File: config.mk
export PLATFORM = sky130hd
export DESIGN_NAME = bsd_socket
export DESIGN_NICKNAME = d
export VERILOG_FILES = /design/src/hdl/bsd_pkg.sv /design/src/hdl/bsd_selector.sv /design/src/hdl/bsd_socket.sv
export SDC_FILE = /design/constraint.sdc
export NUM_CORES = 2
export LEC_CHECK = 0
export BUFFER_PORTS_ARGS = -buffer_cell sky130_fd_sc_hd__buf_4
export CAP_MARGIN = 20
export CORE_MARGIN = 1
export CORE_UTILIZATION = 48
export DETAILED_ROUTE_END_ITERATION = 10
export PLACE_DENSITY = 0.64
export SYNTH_ARGS = -nofsm -noshare
export SYNTH_HDL_FRONTEND = slang
export SYNTH_HIERARCHICAL = 1
export SYNTH_SLANG_ARGS = --single-unit
export TNS_END_PERCENT = 1
File: constraint.sdc
create_clock -name clk -period 158.4 [get_ports clk]
set_clock_uncertainty 0.2 [all_clocks]
set_input_delay 31.68 -clock clk [delete_from_list [all_inputs] [get_ports clk]]
set_output_delay 31.68 -clock clk [all_outputs]
set_load 0.05 [all_outputs]
File: src/hdl/bsd_pkg.sv
// Package of constants and types for the bus socket address decoder
package bsd_pkg;
   // Bus widths
   localparam int ADDR_W = 32;
   localparam int DATA_W = 32;
   localparam int LANES = 4;
   // Transfer size encoding on the socket
   localparam logic [1:0] SIZE_BYTE = 2'h0;
   localparam logic [1:0] SIZE_HALF = 2'h1;
   localparam logic [1:0] SIZE_WORD = 2'h2;
   // Decoder alignment setting
   localparam logic [1:0] ALIGN_BYTE = 2'h0;
   localparam logic [1:0] ALIGN_HALF = 2'h1;
   localparam logic [1:0] ALIGN_WORD = 2'h2;
   // Decoder modes
   localparam logic [1:0] MODE_DECODE = 2'h0;
   localparam logic [1:0] MODE_CHIPSEL = 2'h1;
   localparam logic [1:0] MODE_DMA = 2'h2;
   // Reset values of masks: match nothing until loaded
   localparam logic [31:0] MASK_RST = 32'h0000_0000;
   localparam logic [1:0] MODE_RST = 2'h0;
   localparam logic [1:0] ALIGN_RST = 2'h2;
   // Load sequencer states
   typedef enum logic [1:0] {
      LD_IDLE = 2'b01,
      LD_DONE = 2'b10
   } bsd_load_t;
endpackage

File: src/hdl/bsd_selector.sv
// One address decoder: mask compare, lane qualification and mode outputs
module bsd_selector (
   input wire logic clk,
   input wire logic rstSync_n,
   input wire logic cfgLoad,
   input wire logic cfgLocked,
   input wire logic [31:0] cfgLowMask,
   input wire logic [31:0] cfgHighMask,
   input wire logic [1:0] cfgMode,
   input wire logic [1:0] cfgAlign,
   input wire logic busActive,
   input wire logic busWrite,
   input wire logic [31:0] busAddr,
   input wire logic [3:0] laneEnable,
   input wire logic dmaReqIn,
   input wire logic dmaAckIn,
   input wire logic earlyStopReqIn,
   input wire logic earlyStopAckIn,
   output logic [1:0] read_decode_strobe,
   output logic [1:0] write_decode_strobe,
   output logic [1:0] chipSelect,
   output logic dma_request_steer,
   output logic dma_acknowledge_steer,
   output logic early_stop_request,
   output logic early_stop_acknowledge
);
   logic [31:0] low_match_mask;
   logic [31:0] high_match_mask;
   logic [1:0] mode;
   logic [1:0] align;
   logic [31:0] next_low;
   logic [31:0] next_high;
   logic [1:0] next_mode;
   logic [1:0] next_align;
   logic hit;
   logic [1:0] pairHit;
   logic [1:0] laneSel;

   // ----------------------------------------------------
   // Mask storage
   // ----------------------------------------------------
   // Written only while unlocked, then frozen
   always_comb begin
      next_low = low_match_mask;
      next_high = high_match_mask;
      next_mode = mode;
      next_align = align;
      if (cfgLoad && !cfgLocked) begin
         next_low = cfgLowMask;
         next_high = cfgHighMask;
         next_mode = cfgMode;
         next_align = cfgAlign;
      end
   end

   always_ff @(posedge clk or negedge rstSync_n) begin
      if (!rstSync_n) begin
         low_match_mask <= bsd_pkg::MASK_RST;
         high_match_mask <= bsd_pkg::MASK_RST;
         mode <= bsd_pkg::MODE_RST;
         align <= bsd_pkg::ALIGN_RST;
      end else begin
         low_match_mask <= next_low;
         high_match_mask <= next_high;
         mode <= next_mode;
         align <= next_align;
      end
   end

   // ----------------------------------------------------
   // Address compare and lane qualification
   // ----------------------------------------------------
   // A bit matches if low mask allows zero or high mask allows one;
   // both set means don't care
   assign hit = busActive &&
      (&((low_match_mask & ~busAddr) |
         (high_match_mask & busAddr)));

   // Word setting uses both outputs as halves; half ORs lanes 3:2 onto
   // lanes 1:0 whatever A[1]; byte uses one of two lane pairs chosen by A[1]
   always_comb begin
      pairHit = 2'h0;
      laneSel = 2'h0;
      case (align)
         bsd_pkg::ALIGN_WORD: begin
            pairHit = {|laneEnable[3:2], |laneEnable[1:0]};
         end
         bsd_pkg::ALIGN_HALF: begin
            laneSel = laneEnable[3:2] | laneEnable[1:0];
            pairHit = laneSel;
         end
         default: begin
            laneSel = busAddr[1] ? laneEnable[3:2] : laneEnable[1:0];
            pairHit = laneSel;
         end
      endcase
   end

   // ----------------------------------------------------
   // Mode outputs, same cycle as address
   // ----------------------------------------------------
   always_comb begin
      read_decode_strobe = 2'h0;
      write_decode_strobe = 2'h0;
      chipSelect = 2'h0;
      dma_request_steer = 1'b0;
      dma_acknowledge_steer = 1'b0;
      early_stop_request = 1'b0;
      early_stop_acknowledge = 1'b0;
      case (mode)
         bsd_pkg::MODE_DECODE: begin
            if (hit && !busWrite)
               read_decode_strobe = pairHit;
            if (hit && busWrite)
               write_decode_strobe = pairHit;
         end
         bsd_pkg::MODE_CHIPSEL: begin
            if (hit)
               chipSelect = pairHit;
            if (hit && !busWrite)
               read_decode_strobe = pairHit;
         end
         bsd_pkg::MODE_DMA: begin
            dma_request_steer = dmaReqIn;
            dma_acknowledge_steer = dmaAckIn;
            early_stop_request = earlyStopReqIn;
            early_stop_acknowledge = earlyStopAckIn;
            if (hit && !busWrite)
               read_decode_strobe = pairHit;
            if (hit && busWrite)
               write_decode_strobe = pairHit;
         end
         default: begin
         end
      endcase
   end

   // ----------------------------------------------------
   // Checks
   // ----------------------------------------------------
   a_idle_quiet: assert property (@(posedge clk) disable iff (!rstSync_n)
      !busActive |-> (read_decode_strobe == 2'h0 &&
         write_decode_strobe == 2'h0 && chipSelect == 2'h0))
      else $error("decoder output while bus idle");
   a_write_no_read: assert property (@(posedge clk)
      disable iff (!rstSync_n)
      busWrite |-> read_decode_strobe == 2'h0)
      else $error("read strobe on write");
   a_masks_frozen: assert property (@(posedge clk)
      disable iff (!rstSync_n)
      cfgLocked |=> $stable(low_match_mask) && $stable(high_match_mask))
      else $error("mask changed after lock");
   a_cs_both_dirs: assert property (@(posedge clk)
      disable iff (!rstSync_n)
      (mode == bsd_pkg::MODE_CHIPSEL && hit && busWrite)
      |-> chipSelect == pairHit)
      else $error("chip select missed a write");
endmodule

File: src/hdl/bsd_socket.sv
// Bus socket top: data steering, read OR, and the decoder array
module bsd_socket #(
   parameter int NUM_SEL = 32,
   parameter int NUM_FUNC = 4
) (
   input wire logic clk,
   input wire logic rst_n,
   // Master side
   input wire logic mstActive,
   input wire logic mstWrite,
   input wire logic [1:0] mstSize,
   input wire logic [31:0] mstAddr,
   input wire logic [31:0] mstWriteData,
   output logic [31:0] mstReadData,
   // Configuration load during initialisation
   input wire logic cfgLoad,
   input wire logic [$clog2(NUM_SEL)-1:0] cfgIndex,
   input wire logic [31:0] cfgLowMask,
   input wire logic [31:0] cfgHighMask,
   input wire logic [1:0] cfgMode,
   input wire logic [1:0] cfgAlign,
   input wire logic cfgDone,
   output logic cfgLocked,
   // Logic matrix side
   output logic sockActive,
   output logic sockWrite,
   output logic [31:0] sockAddr,
   output logic [31:0] sockWriteData,
   output logic [3:0] sockLaneEnable,
   input wire logic [NUM_FUNC*32-1:0] funcReadData,
   output logic [NUM_SEL*2-1:0] read_decode_strobe,
   output logic [NUM_SEL*2-1:0] write_decode_strobe,
   output logic [NUM_SEL*2-1:0] chipSelect,
   // DMA steering per decoder
   input wire logic [NUM_SEL-1:0] funcDmaReq,
   input wire logic [NUM_SEL-1:0] chanDmaAck,
   input wire logic [NUM_SEL-1:0] funcEarlyStopReq,
   input wire logic [NUM_SEL-1:0] chanEarlyStopAck,
   output logic [NUM_SEL-1:0] dma_request_steer,
   output logic [NUM_SEL-1:0] dma_acknowledge_steer,
   output logic [NUM_SEL-1:0] early_stop_request,
   output logic [NUM_SEL-1:0] early_stop_acknowledge
);
   // ----------------------------------------------------
   // Elaboration checks
   // ----------------------------------------------------
   if (NUM_SEL < 2 || NUM_FUNC < 1) begin : g_bad_param
      $error("bsd_socket needs NUM_SEL >= 2 and NUM_FUNC >= 1");
   end

   logic rstMeta_n;
   logic rstSync_n;
   bsd_pkg::bsd_load_t loadState;
   bsd_pkg::bsd_load_t next_loadState;
   logic [3:0] laneEnable;
   logic [31:0] wrSteered;
   logic [31:0] rdOr;
   logic [NUM_SEL-1:0] loadHit;

   // ----------------------------------------------------
   // Reset synchroniser
   // ----------------------------------------------------
   always_ff @(posedge clk or negedge rst_n) begin
      if (!rst_n) begin
         rstMeta_n <= 1'b0;
         rstSync_n <= 1'b0;
      end else begin
         rstMeta_n <= 1'b1;
         rstSync_n <= rstMeta_n;
      end
   end

   // ----------------------------------------------------
   // Load lock: masks frozen once initialisation ends
   // ----------------------------------------------------
   always_comb begin
      next_loadState = loadState;
      case (loadState)
         bsd_pkg::LD_IDLE: begin
            if (cfgDone)
               next_loadState = bsd_pkg::LD_DONE;
         end
         bsd_pkg::LD_DONE: begin
            next_loadState = bsd_pkg::LD_DONE;
         end
         default: begin
            next_loadState = bsd_pkg::LD_IDLE;
         end
      endcase
   end

   always_ff @(posedge clk or negedge rstSync_n) begin
      if (!rstSync_n)
         loadState <= bsd_pkg::LD_IDLE;
      else
         loadState <= next_loadState;
   end

   assign cfgLocked = (loadState == bsd_pkg::LD_DONE);

   // ----------------------------------------------------
   // Lane enables and write data replication
   // ----------------------------------------------------
   // Lane from size and low address bits; fixed lanes, no shifting
   function automatic logic [3:0] lanes_of(input logic [1:0] size,
                                           input logic [1:0] a);
      logic [3:0] l;
      l = 4'h0;
      case (size)
         bsd_pkg::SIZE_WORD: l = 4'hF;
         bsd_pkg::SIZE_HALF: l = a[1] ? 4'hC : 4'h3;
         bsd_pkg::SIZE_BYTE: l = 4'(4'h1 << a);
         default: l = 4'h0;
      endcase
      return l;
   endfunction

   always_comb begin
      laneEnable = lanes_of(mstSize, mstAddr[1:0]);
      case (mstSize)
         bsd_pkg::SIZE_HALF: begin
            // Upper or lower half copied to both halves
            wrSteered = mstAddr[1] ?
               {2{mstWriteData[31:16]}} :
               {2{mstWriteData[15:0]}};
         end
         bsd_pkg::SIZE_BYTE: begin
            case (mstAddr[1:0])
               2'h0: wrSteered = {4{mstWriteData[7:0]}};
               2'h1: wrSteered = {4{mstWriteData[15:8]}};
               2'h2: wrSteered = {4{mstWriteData[23:16]}};
               default: wrSteered = {4{mstWriteData[31:24]}};
            endcase
         end
         default: wrSteered = mstWriteData;
      endcase
   end

   // Address and data shown to the matrix as driven this cycle
   assign sockActive = mstActive;
   assign sockWrite = mstWrite;
   assign sockAddr = mstAddr;
   assign sockWriteData = wrSteered;
   assign sockLaneEnable = mstActive ? laneEnable : 4'h0;

   // ----------------------------------------------------
   // Read return OR; unselected functions must send zeros
   // ----------------------------------------------------
   always_comb begin
      rdOr = 32'h0000_0000;
      for (int f = 0; f < NUM_FUNC; f++)
         rdOr = rdOr | funcReadData[f*32 +: 32];
   end

   // Registered so the master samples on the next rising edge
   always_ff @(posedge clk or negedge rstSync_n) begin
      if (!rstSync_n)
         mstReadData <= 32'h0000_0000;
      else
         mstReadData <= (mstActive && !mstWrite) ? rdOr : 32'h0000_0000;
   end

   // ----------------------------------------------------
   // Decoder array
   // ----------------------------------------------------
   // Range size follows from which mask bits are don't care
   for (genvar s = 0; s < NUM_SEL; s++) begin : g_sel
      assign loadHit[s] = cfgLoad &&
         (cfgIndex == ($clog2(NUM_SEL))'(s));
      bsd_selector u_sel (
         .clk(clk),
         .rstSync_n(rstSync_n),
         .cfgLoad(loadHit[s]),
         .cfgLocked(cfgLocked),
         .cfgLowMask(cfgLowMask),
         .cfgHighMask(cfgHighMask),
         .cfgMode(cfgMode),
         .cfgAlign(cfgAlign),
         .busActive(mstActive),
         .busWrite(mstWrite),
         .busAddr(mstAddr),
         .laneEnable(laneEnable),
         .dmaReqIn(funcDmaReq[s]),
         .dmaAckIn(chanDmaAck[s]),
         .earlyStopReqIn(funcEarlyStopReq[s]),
         .earlyStopAckIn(chanEarlyStopAck[s]),
         .read_decode_strobe(read_decode_strobe[2*s +: 2]),
         .write_decode_strobe(write_decode_strobe[2*s +: 2]),
         .chipSelect(chipSelect[2*s +: 2]),
         .dma_request_steer(dma_request_steer[s]),
         .dma_acknowledge_steer(dma_acknowledge_steer[s]),
         .early_stop_request(early_stop_request[s]),
         .early_stop_acknowledge(early_stop_acknowledge[s])
      );
   end

   // ----------------------------------------------------
   // Checks
   // ----------------------------------------------------
   a_half_dup: assert property (@(posedge clk) disable iff (!rstSync_n)
      (mstActive && mstSize == bsd_pkg::SIZE_HALF)
      |-> sockWriteData[31:16] == sockWriteData[15:0])
      else $error("half-word not duplicated");
   a_byte_rep: assert property (@(posedge clk) disable iff (!rstSync_n)
      (mstActive && mstSize == bsd_pkg::SIZE_BYTE)
      |-> (sockWriteData == {4{sockWriteData[7:0]}} &&
           $onehot(sockLaneEnable)))
      else $error("byte not replicated");
   a_read_or: assert property (@(posedge clk) disable iff (!rstSync_n)
      (mstActive && !mstWrite) |=> mstReadData == $past(rdOr))
      else $error("read return mismatch");
   a_lock_sticks: assert property (@(posedge clk)
      disable iff (!rstSync_n)
      cfgDone |=> cfgLocked [*3])
      else $error("lock dropped");
   a_word_lanes: assert property (@(posedge clk) disable iff (!rstSync_n)
      (mstActive && mstSize == bsd_pkg::SIZE_WORD)
      |-> sockLaneEnable == 4'hF)
      else $error("word lanes wrong");

   // ----------------------------------------------------
   // Socket-level checks on steering and the read return
   // ----------------------------------------------------
   // Idle cycles must show no lanes, or a function could
   // latch stale data left on the write bus
   a_idle_lanes: assert property (@(posedge clk)
      disable iff (!rstSync_n)
      !mstActive |-> sockLaneEnable == 4'h0)
      else $error("byte lanes active while bus idle");
   a_idle_strobes: assert property (@(posedge clk)
      disable iff (!rstSync_n)
      !mstActive |-> (read_decode_strobe == '0 &&
         write_decode_strobe == '0 && chipSelect == '0))
      else $error("decode output while bus idle");
   // Return path falls to zero after anything but a read
   a_read_quiet: assert property (@(posedge clk)
      disable iff (!rstSync_n)
      !(mstActive && !mstWrite) |=> mstReadData == 32'h0000_0000)
      else $error("read return not cleared");
   // Word data passes through untouched
   a_word_data: assert property (@(posedge clk)
      disable iff (!rstSync_n)
      (mstActive && mstSize == bsd_pkg::SIZE_WORD)
      |-> sockWriteData == mstWriteData)
      else $error("word data altered");
   // The duplicated half must come from the addressed half
   a_half_source: assert property (@(posedge clk)
      disable iff (!rstSync_n)
      (mstActive && mstSize == bsd_pkg::SIZE_HALF)
      |-> sockWriteData[15:0] ==
         (mstAddr[1] ? mstWriteData[31:16] : mstWriteData[15:0]))
      else $error("half-word taken from wrong half");
   a_half_lanes: assert property (@(posedge clk)
      disable iff (!rstSync_n)
      (mstActive && mstSize == bsd_pkg::SIZE_HALF)
      |-> sockLaneEnable == (mstAddr[1] ? 4'hC : 4'h3))
      else $error("half-word lanes wrong");
   // The replicated byte must come from the addressed lane
   a_byte_source: assert property (@(posedge clk)
      disable iff (!rstSync_n)
      (mstActive && mstSize == bsd_pkg::SIZE_BYTE)
      |-> (sockWriteData[7:0] == mstWriteData[8*mstAddr[1:0] +: 8] &&
           sockLaneEnable[mstAddr[1:0]]))
      else $error("byte taken from wrong lane");
   // An undefined size must enable no lane at all
   a_size_none: assert property (@(posedge clk)
      disable iff (!rstSync_n)
      (mstActive && mstSize == 2'h3) |-> sockLaneEnable == 4'h0)
      else $error("lanes enabled for undefined size");
   // Lock holds until reset, so masks never reopen
   a_lock_holds: assert property (@(posedge clk)
      disable iff (!rstSync_n)
      cfgLocked |=> cfgLocked)
      else $error("lock released without reset");
   // Only the indexed decoder may take a load
   a_load_single: assert property (@(posedge clk)
      disable iff (!rstSync_n)
      $onehot0(loadHit))
      else $error("several decoders loaded at once");
endmodule

## Yosys cells after proc, flatten, opt, wreduce, memory -nomap -nowiden

Index checks and enable logic that the tools add are counted.

- Add/subtract/negate cells: 0
- Multiply operators: 0
- Divide/modulo/power cells: 0
- Magnitude comparators: 0
- Eq/ne operators: 166
- Shifts and indexed selects: 1
- Muxes and demuxes: 362
- Bitwise operators: 101
- Reductions and logical operators: 296

Operators with widths:

| operator | number |
|---|---|
| $and 32x32->32 | 64 |
| $or 32x32->32 | 35 |
| $reduce_and 32->1 | 32 |
| $mux 2 | 194 |
| $logic_and 1x1->1 | 161 |
| $eq 2x1->1 const B | 67 |
| $eq 2x2->1 const B | 67 |
| $pmux 2 s2 | 33 |
| $mux 1 | 128 |
| $pmux 32 s3 | 1 |
| $reduce_or 3->1 | 32 |
| $eq 5x5->1 const B | 16 |
| $logic_not 2->1 | 34 |
| $reduce_or 2->1 | 34 |
| $mux 32 | 2 |
| $pmux 32 s2 | 1 |
| $eq 5x4->1 const B | 8 |
| $not 32->32 | 1 |
| $eq 5x3->1 const B | 4 |
| $pmux 4 s3 | 1 |
| $eq 5x2->1 const B | 2 |
| $mux 4 | 2 |
| $eq 5x1->1 const B | 1 |
| $logic_not 5->1 | 1 |
| 4 further kinds | 5 |

- Register bits: 2212
- Latch bits: 0
- Memory bits (writable): 0
- ROM bits: 0
- Input port bits: 401
- Output and inout bits: 423
- Memories: 0

## Longest topological paths before layout

- Depth after elaboration: 8
- Mapped depth: 10

## Cells and area by module

Netlist, hierarchy kept.

By module, submodules not included:

| module | instances | cells an instance | area an instance (sq um) | seq. area each (sq um) |
|---|---|---|---|---|
| bsd_selector at g_sel[14].u_sel ... | 27 | 245 | 3136.8 | 1702.9 |
| bsd_selector at g_sel[0].u_sel ... | 5 | 239 | 3129.3 | 1702.9 |
| bsd_socket | 1 | 358 | 2956.6 | 902.1 |

## Worst setup path after synthesis

No wires, ideal clock.

- Path type: input -> output
- Start: input port mstAddr[0]
- End: output port chipSelect[11]
- Data arrival time: 36.991 ns
- Data required time: 126.520 ns
- Path slack: 89.529 ns
- Stages: 8
- Buffers on the path: 2
- Path through: buf_6 > buf_12 > nand2b_1 > a21oi_1 > nor2_1 > o21ai_0 > a2111oi_2 > and2_1

- Elaborated cells on any way between the ends: 14
- Classes of those cells: 1 x shift; 5 x mux; 5 x bitwise; 3 x reduce/logical

RTL lines:

| item | RTL line | text |
|---|---|---|
| from (decl) | bsd_socket.sv:12 | `input wire logic [31:0] mstAddr,` |
| $shl 1x2->4 | bsd_socket.sv:112 | `bsd_pkg::SIZE_BYTE: l = 4'(4'h1 << a);` |
| $pmux 4 s3 | bsd_socket.sv:109 | `case (size)` |
| named net laneEnable[2] | bsd_socket.sv:55 | `logic [3:0] laneEnable;` |
| $reduce_or 2->1 | bsd_selector.sv:86 | `pairHit = {\|laneEnable[3:2], \|laneEnable[1:0]};` |
| $pmux 2 s2 | bsd_selector.sv:84 | `case (align)` |
| $mux 2 | bsd_selector.sv:118 | `if (hit)` |
| $mux 2 | bsd_selector.sv:110 | `case (mode)` |
| to (decl) | bsd_socket.sv:33 | `output logic [NUM_SEL*2-1:0] chipSelect,` |

The timed path passes the listed nets, and every way through them passes these cells.

## Worst setup path in the final report

- Start: input port mstSize[0]
- End: output port chipSelect[3]

- Word-level cells in the longest chain between the ends: 6
- Elaborated cells on any way between the ends: 10
- Classes of those cells: 2 x eq/ne; 5 x mux; 1 x bitwise; 2 x reduce/logical

RTL lines:

| item | RTL line | text |
|---|---|---|
| from (decl) | bsd_socket.sv:11 | `input wire logic [1:0] mstSize,` |
| $eq 2x1->1, or another cell as far along | bsd_socket.sv:109 |  |
| $pmux 4 s3 (*) | bsd_socket.sv:109 |  |
| named net laneEnable[2] | bsd_socket.sv:55 |  |
| $reduce_or 2->1 (*) | bsd_selector.sv:86 |  |
| $pmux 2 s2 (*) | bsd_selector.sv:84 |  |
| $mux 2 (*) | bsd_selector.sv:118 |  |
| $mux 2 (*) | bsd_selector.sv:110 |  |

Mark *: on every way through the listed nets, which the timed path passes. The rest lies on a longest branch.

==> out/qor.txt <==
Post-synth EDFFs: 0
Pleak: 56.2 nW
Total Power: 1.81 mW
Crit. End Element: output port
most common cell after layout, fill and taps aside: dfrtp_1
pin count of the biggest net entering global routing: 190
launch point of the worst path: mstSize[0]
unrepaired setup endpoints after global routing: false
DRC errors left: 0
top post-synthesis cells by area: dfrtp_1 53%, mux2_2 21%, mux2i_1 7.2%
Max-slew headroom: 0.239
core area: 213000 um2
FF-to-FF Start: rstSync_n
CP startpoint kind: primary input
Pre-antenna DRT Iters: 6
GR Overflow Total: 0
main flop type after synthesis: dfrtp_1
synth warn: 6
DP Worst Slack: 91.03 ns
vias in the first global route: 72.5k
flop and latch count out of synthesis: 2212
cells after synthesis: 8168
CP Class: primary input to output port
Final Cycle Share: 0.426
via count: 72.4k
die height: 466 um
clock slew seen by the registers of the worst setup and hold paths: 0.06 ns
status: finished, final reports clean
global-route wire length before repair: 494000 um
M2 GR Usage: 0.505
Syn Nets: 8635
Syn Area/Cell: 12.6 um2
CTS Hold Bufs: 0
GP Congestion: 0.874
CTS H-tree depth: 4
vias per inst: 6.01
port bufs: 823
Cell variety after synth: 51
Min-Delay Path Class: register to async pin
Placement Rows: 169
FF-to-FF End: g_sel[0].u_sel/low_match_mask[14]
required time of the critical path: 126.52 ns
peak supply drop: 0.0000141 V
CTS tree: done
Die Wd: 466 um
M1 GR Usage: 0.418
Fmax: 14.8 MHz
Initial Util: 0.485
most frequent cells in the layout: 2178 x dfrtp_1, 1962 x mux2_2, 924 x buf_4
Ports: 824
post-synthesis sequential area ratio: 0.536
worst skew pair latency: 0.86 ns
post-DP HPWL: 201000 um
crit-path max FO: 76
ratio of cells with drive above 1 in the final layout: 0.373
GRT met3 Usage: 0.0522
Critical Path End: chipSelect[3]
post-layout worst setup margin: 91.00 ns
Root Buffer: clkbuf_16
arrival time worst endpoint: 35.52 ns
initial drt markers: 6369
clk sinks: 2212
Post-CTS Setup Bufs: 0
final hold viol count: 0
Gates resized, CTS repair: 0
cts bufs inserted: 228
Die ar.: 217000 um2
Reg2Reg Depth: 5
max_cap viols: 0
R2R setup slack: 153.18 ns
P&R area growth vs syn: 16.4%
DR WL/cell: 28.3 um
min Tclk post-route: 67.40 ns
endpoints failing setup: 0
# nets final: 9483
deepest clock path buffer count: 3
initial antenna violation count: 55
Total GRT Usage: 0.310
Cell Pwr Density: 15.1 nW/um2
final antenna-violating net count: 0
fin. max-slew vios: 0
cell taking the most area after synthesis: dfrtp_1
Most Crowded Layer GR: met2
Setup TNS Final: 0 ns
asr flop ratio synth: 1.00
Synth Cell Area: 103000 um2
Worst Tran Pin Value: 1.14 ns
top cell type's share of synthesized area: 0.528
Detailed Route WL: 341000 um
## worst min path at each step
stage | end | slack (ns)
finish | g_sel[28].u_sel/mode[0] | 0.12
global route | rstSync_n | 0.16
CTS | g_sel[31].u_sel/low_match_mask[2] | 0.14
detailed placement | g_sel[28].u_sel/mode[0] | 0.14
global placement | rstSync_n | 0.13
floorplan | rstSync_n | 0.13
## cell usage after synthesis (4+ instances only)
cell type	count
a2111oi_2	81
a211oi_1	15
a21oi_1	180
a221o_1	5
a221oi_1	27
a221oi_2	16
a22o_1	8
a22oi_1	59
and2_1	293
and2b_1	54
and3_1	5
and4_1	30
buf_2	197
buf_4	37
buf_6	4
clkbuf_1	74
dfrtp_1	2179
dfstp_2	33
ha_1	66
inv_1	298
mux2_2	1962
mux2i_1	747
nand2_1	319
nand2b_1	71
nand3_1	66
nand4_1	55
nor2_1	381
nor2b_1	112
nor3_1	104
nor4_1	214
o2111ai_1	10
o21ai_0	334
o221ai_1	10
o22a_1	5
o22ai_1	80
or2b_1	15
or4_1	5
## cell families (layout without fill, tap and decap cells)
kind of cell             count (synthesis)  count (layout)  synth area share
multiplexers                          2709            2709             0.286
flip-flops                            2212            2212             0.536
AND/OR/NAND/NOR                       1733            1733            0.0878
AO/OA/AOI/OAI                          834             834            0.0551
buffers and inverters                  613            1646            0.0265
adder cells (fa/ha/maj)                 66              66           0.00799
other                                    1              25         0.0000363
## layout make-up
cell class	instances	area, um2
Tap cell	2821	3530
Antenna cell	24	60.1
Multi-Input combinational cell	5343	45500
Fill cell	17700	92700
Clock buffer	353	6990
Clock inverter	62	606
Inverter	299	1120
Sequential cell	2212	55400
Timing Repair Buffer	932	7090
## registers in the layout, summed over array words and instances (netlist names)
register                     cells
rstSync_n                        1
g_sel.u_sel/mode                64
loadState                        2
mstReadData                     32
g_sel.u_sel/high_match_mask   1024
g_sel.u_sel/low_match_mask    1024
g_sel.u_sel/align               64
rstMeta_n                        1
## layer usage
layer	wire length (um)	part of all wire
met1	142000	0.42
met2	162000	0.48
met3	24000	0.070
met4	11900	0.035
met5	71	0.00021
## critical path: stages
cell and delay, ns:
buf_4 0.42, nand2b_1 0.20, a21oi_1 0.12, nor2_4 0.13
buf_4 0.58, buf_4 0.78, a21oi_1 0.14, a21oi_1 0.16
nor2_1 0.07, a2111oi_2 0.48, and2_1 0.21, buf_4 0.20
## power breakdown
group	internal, mW	total, mW	switching [mW]
Combinational	0.211	0.434	0.223
Clock	0.315	0.542	0.228
Sequential	0.749	0.836	0.0871
## stage by stage
step / util / hold slack, ns / std cells / cell area (um2)
after floorplan: - / 0.131 / 8168 / 103000
after global placement: 0.528 / 0.135 / 11600 / 113000
after detailed placement: 0.528 / 0.138 / 11600 / 113000
after CTS: 0.564 / 0.139 / 12000 / 120000
after global routing: 0.565 / 0.159 / 12000 / 120000
final: 0.565 / 0.122 / 12000 / 120000
Note: power is estimated with default switching activity, not from simulation.
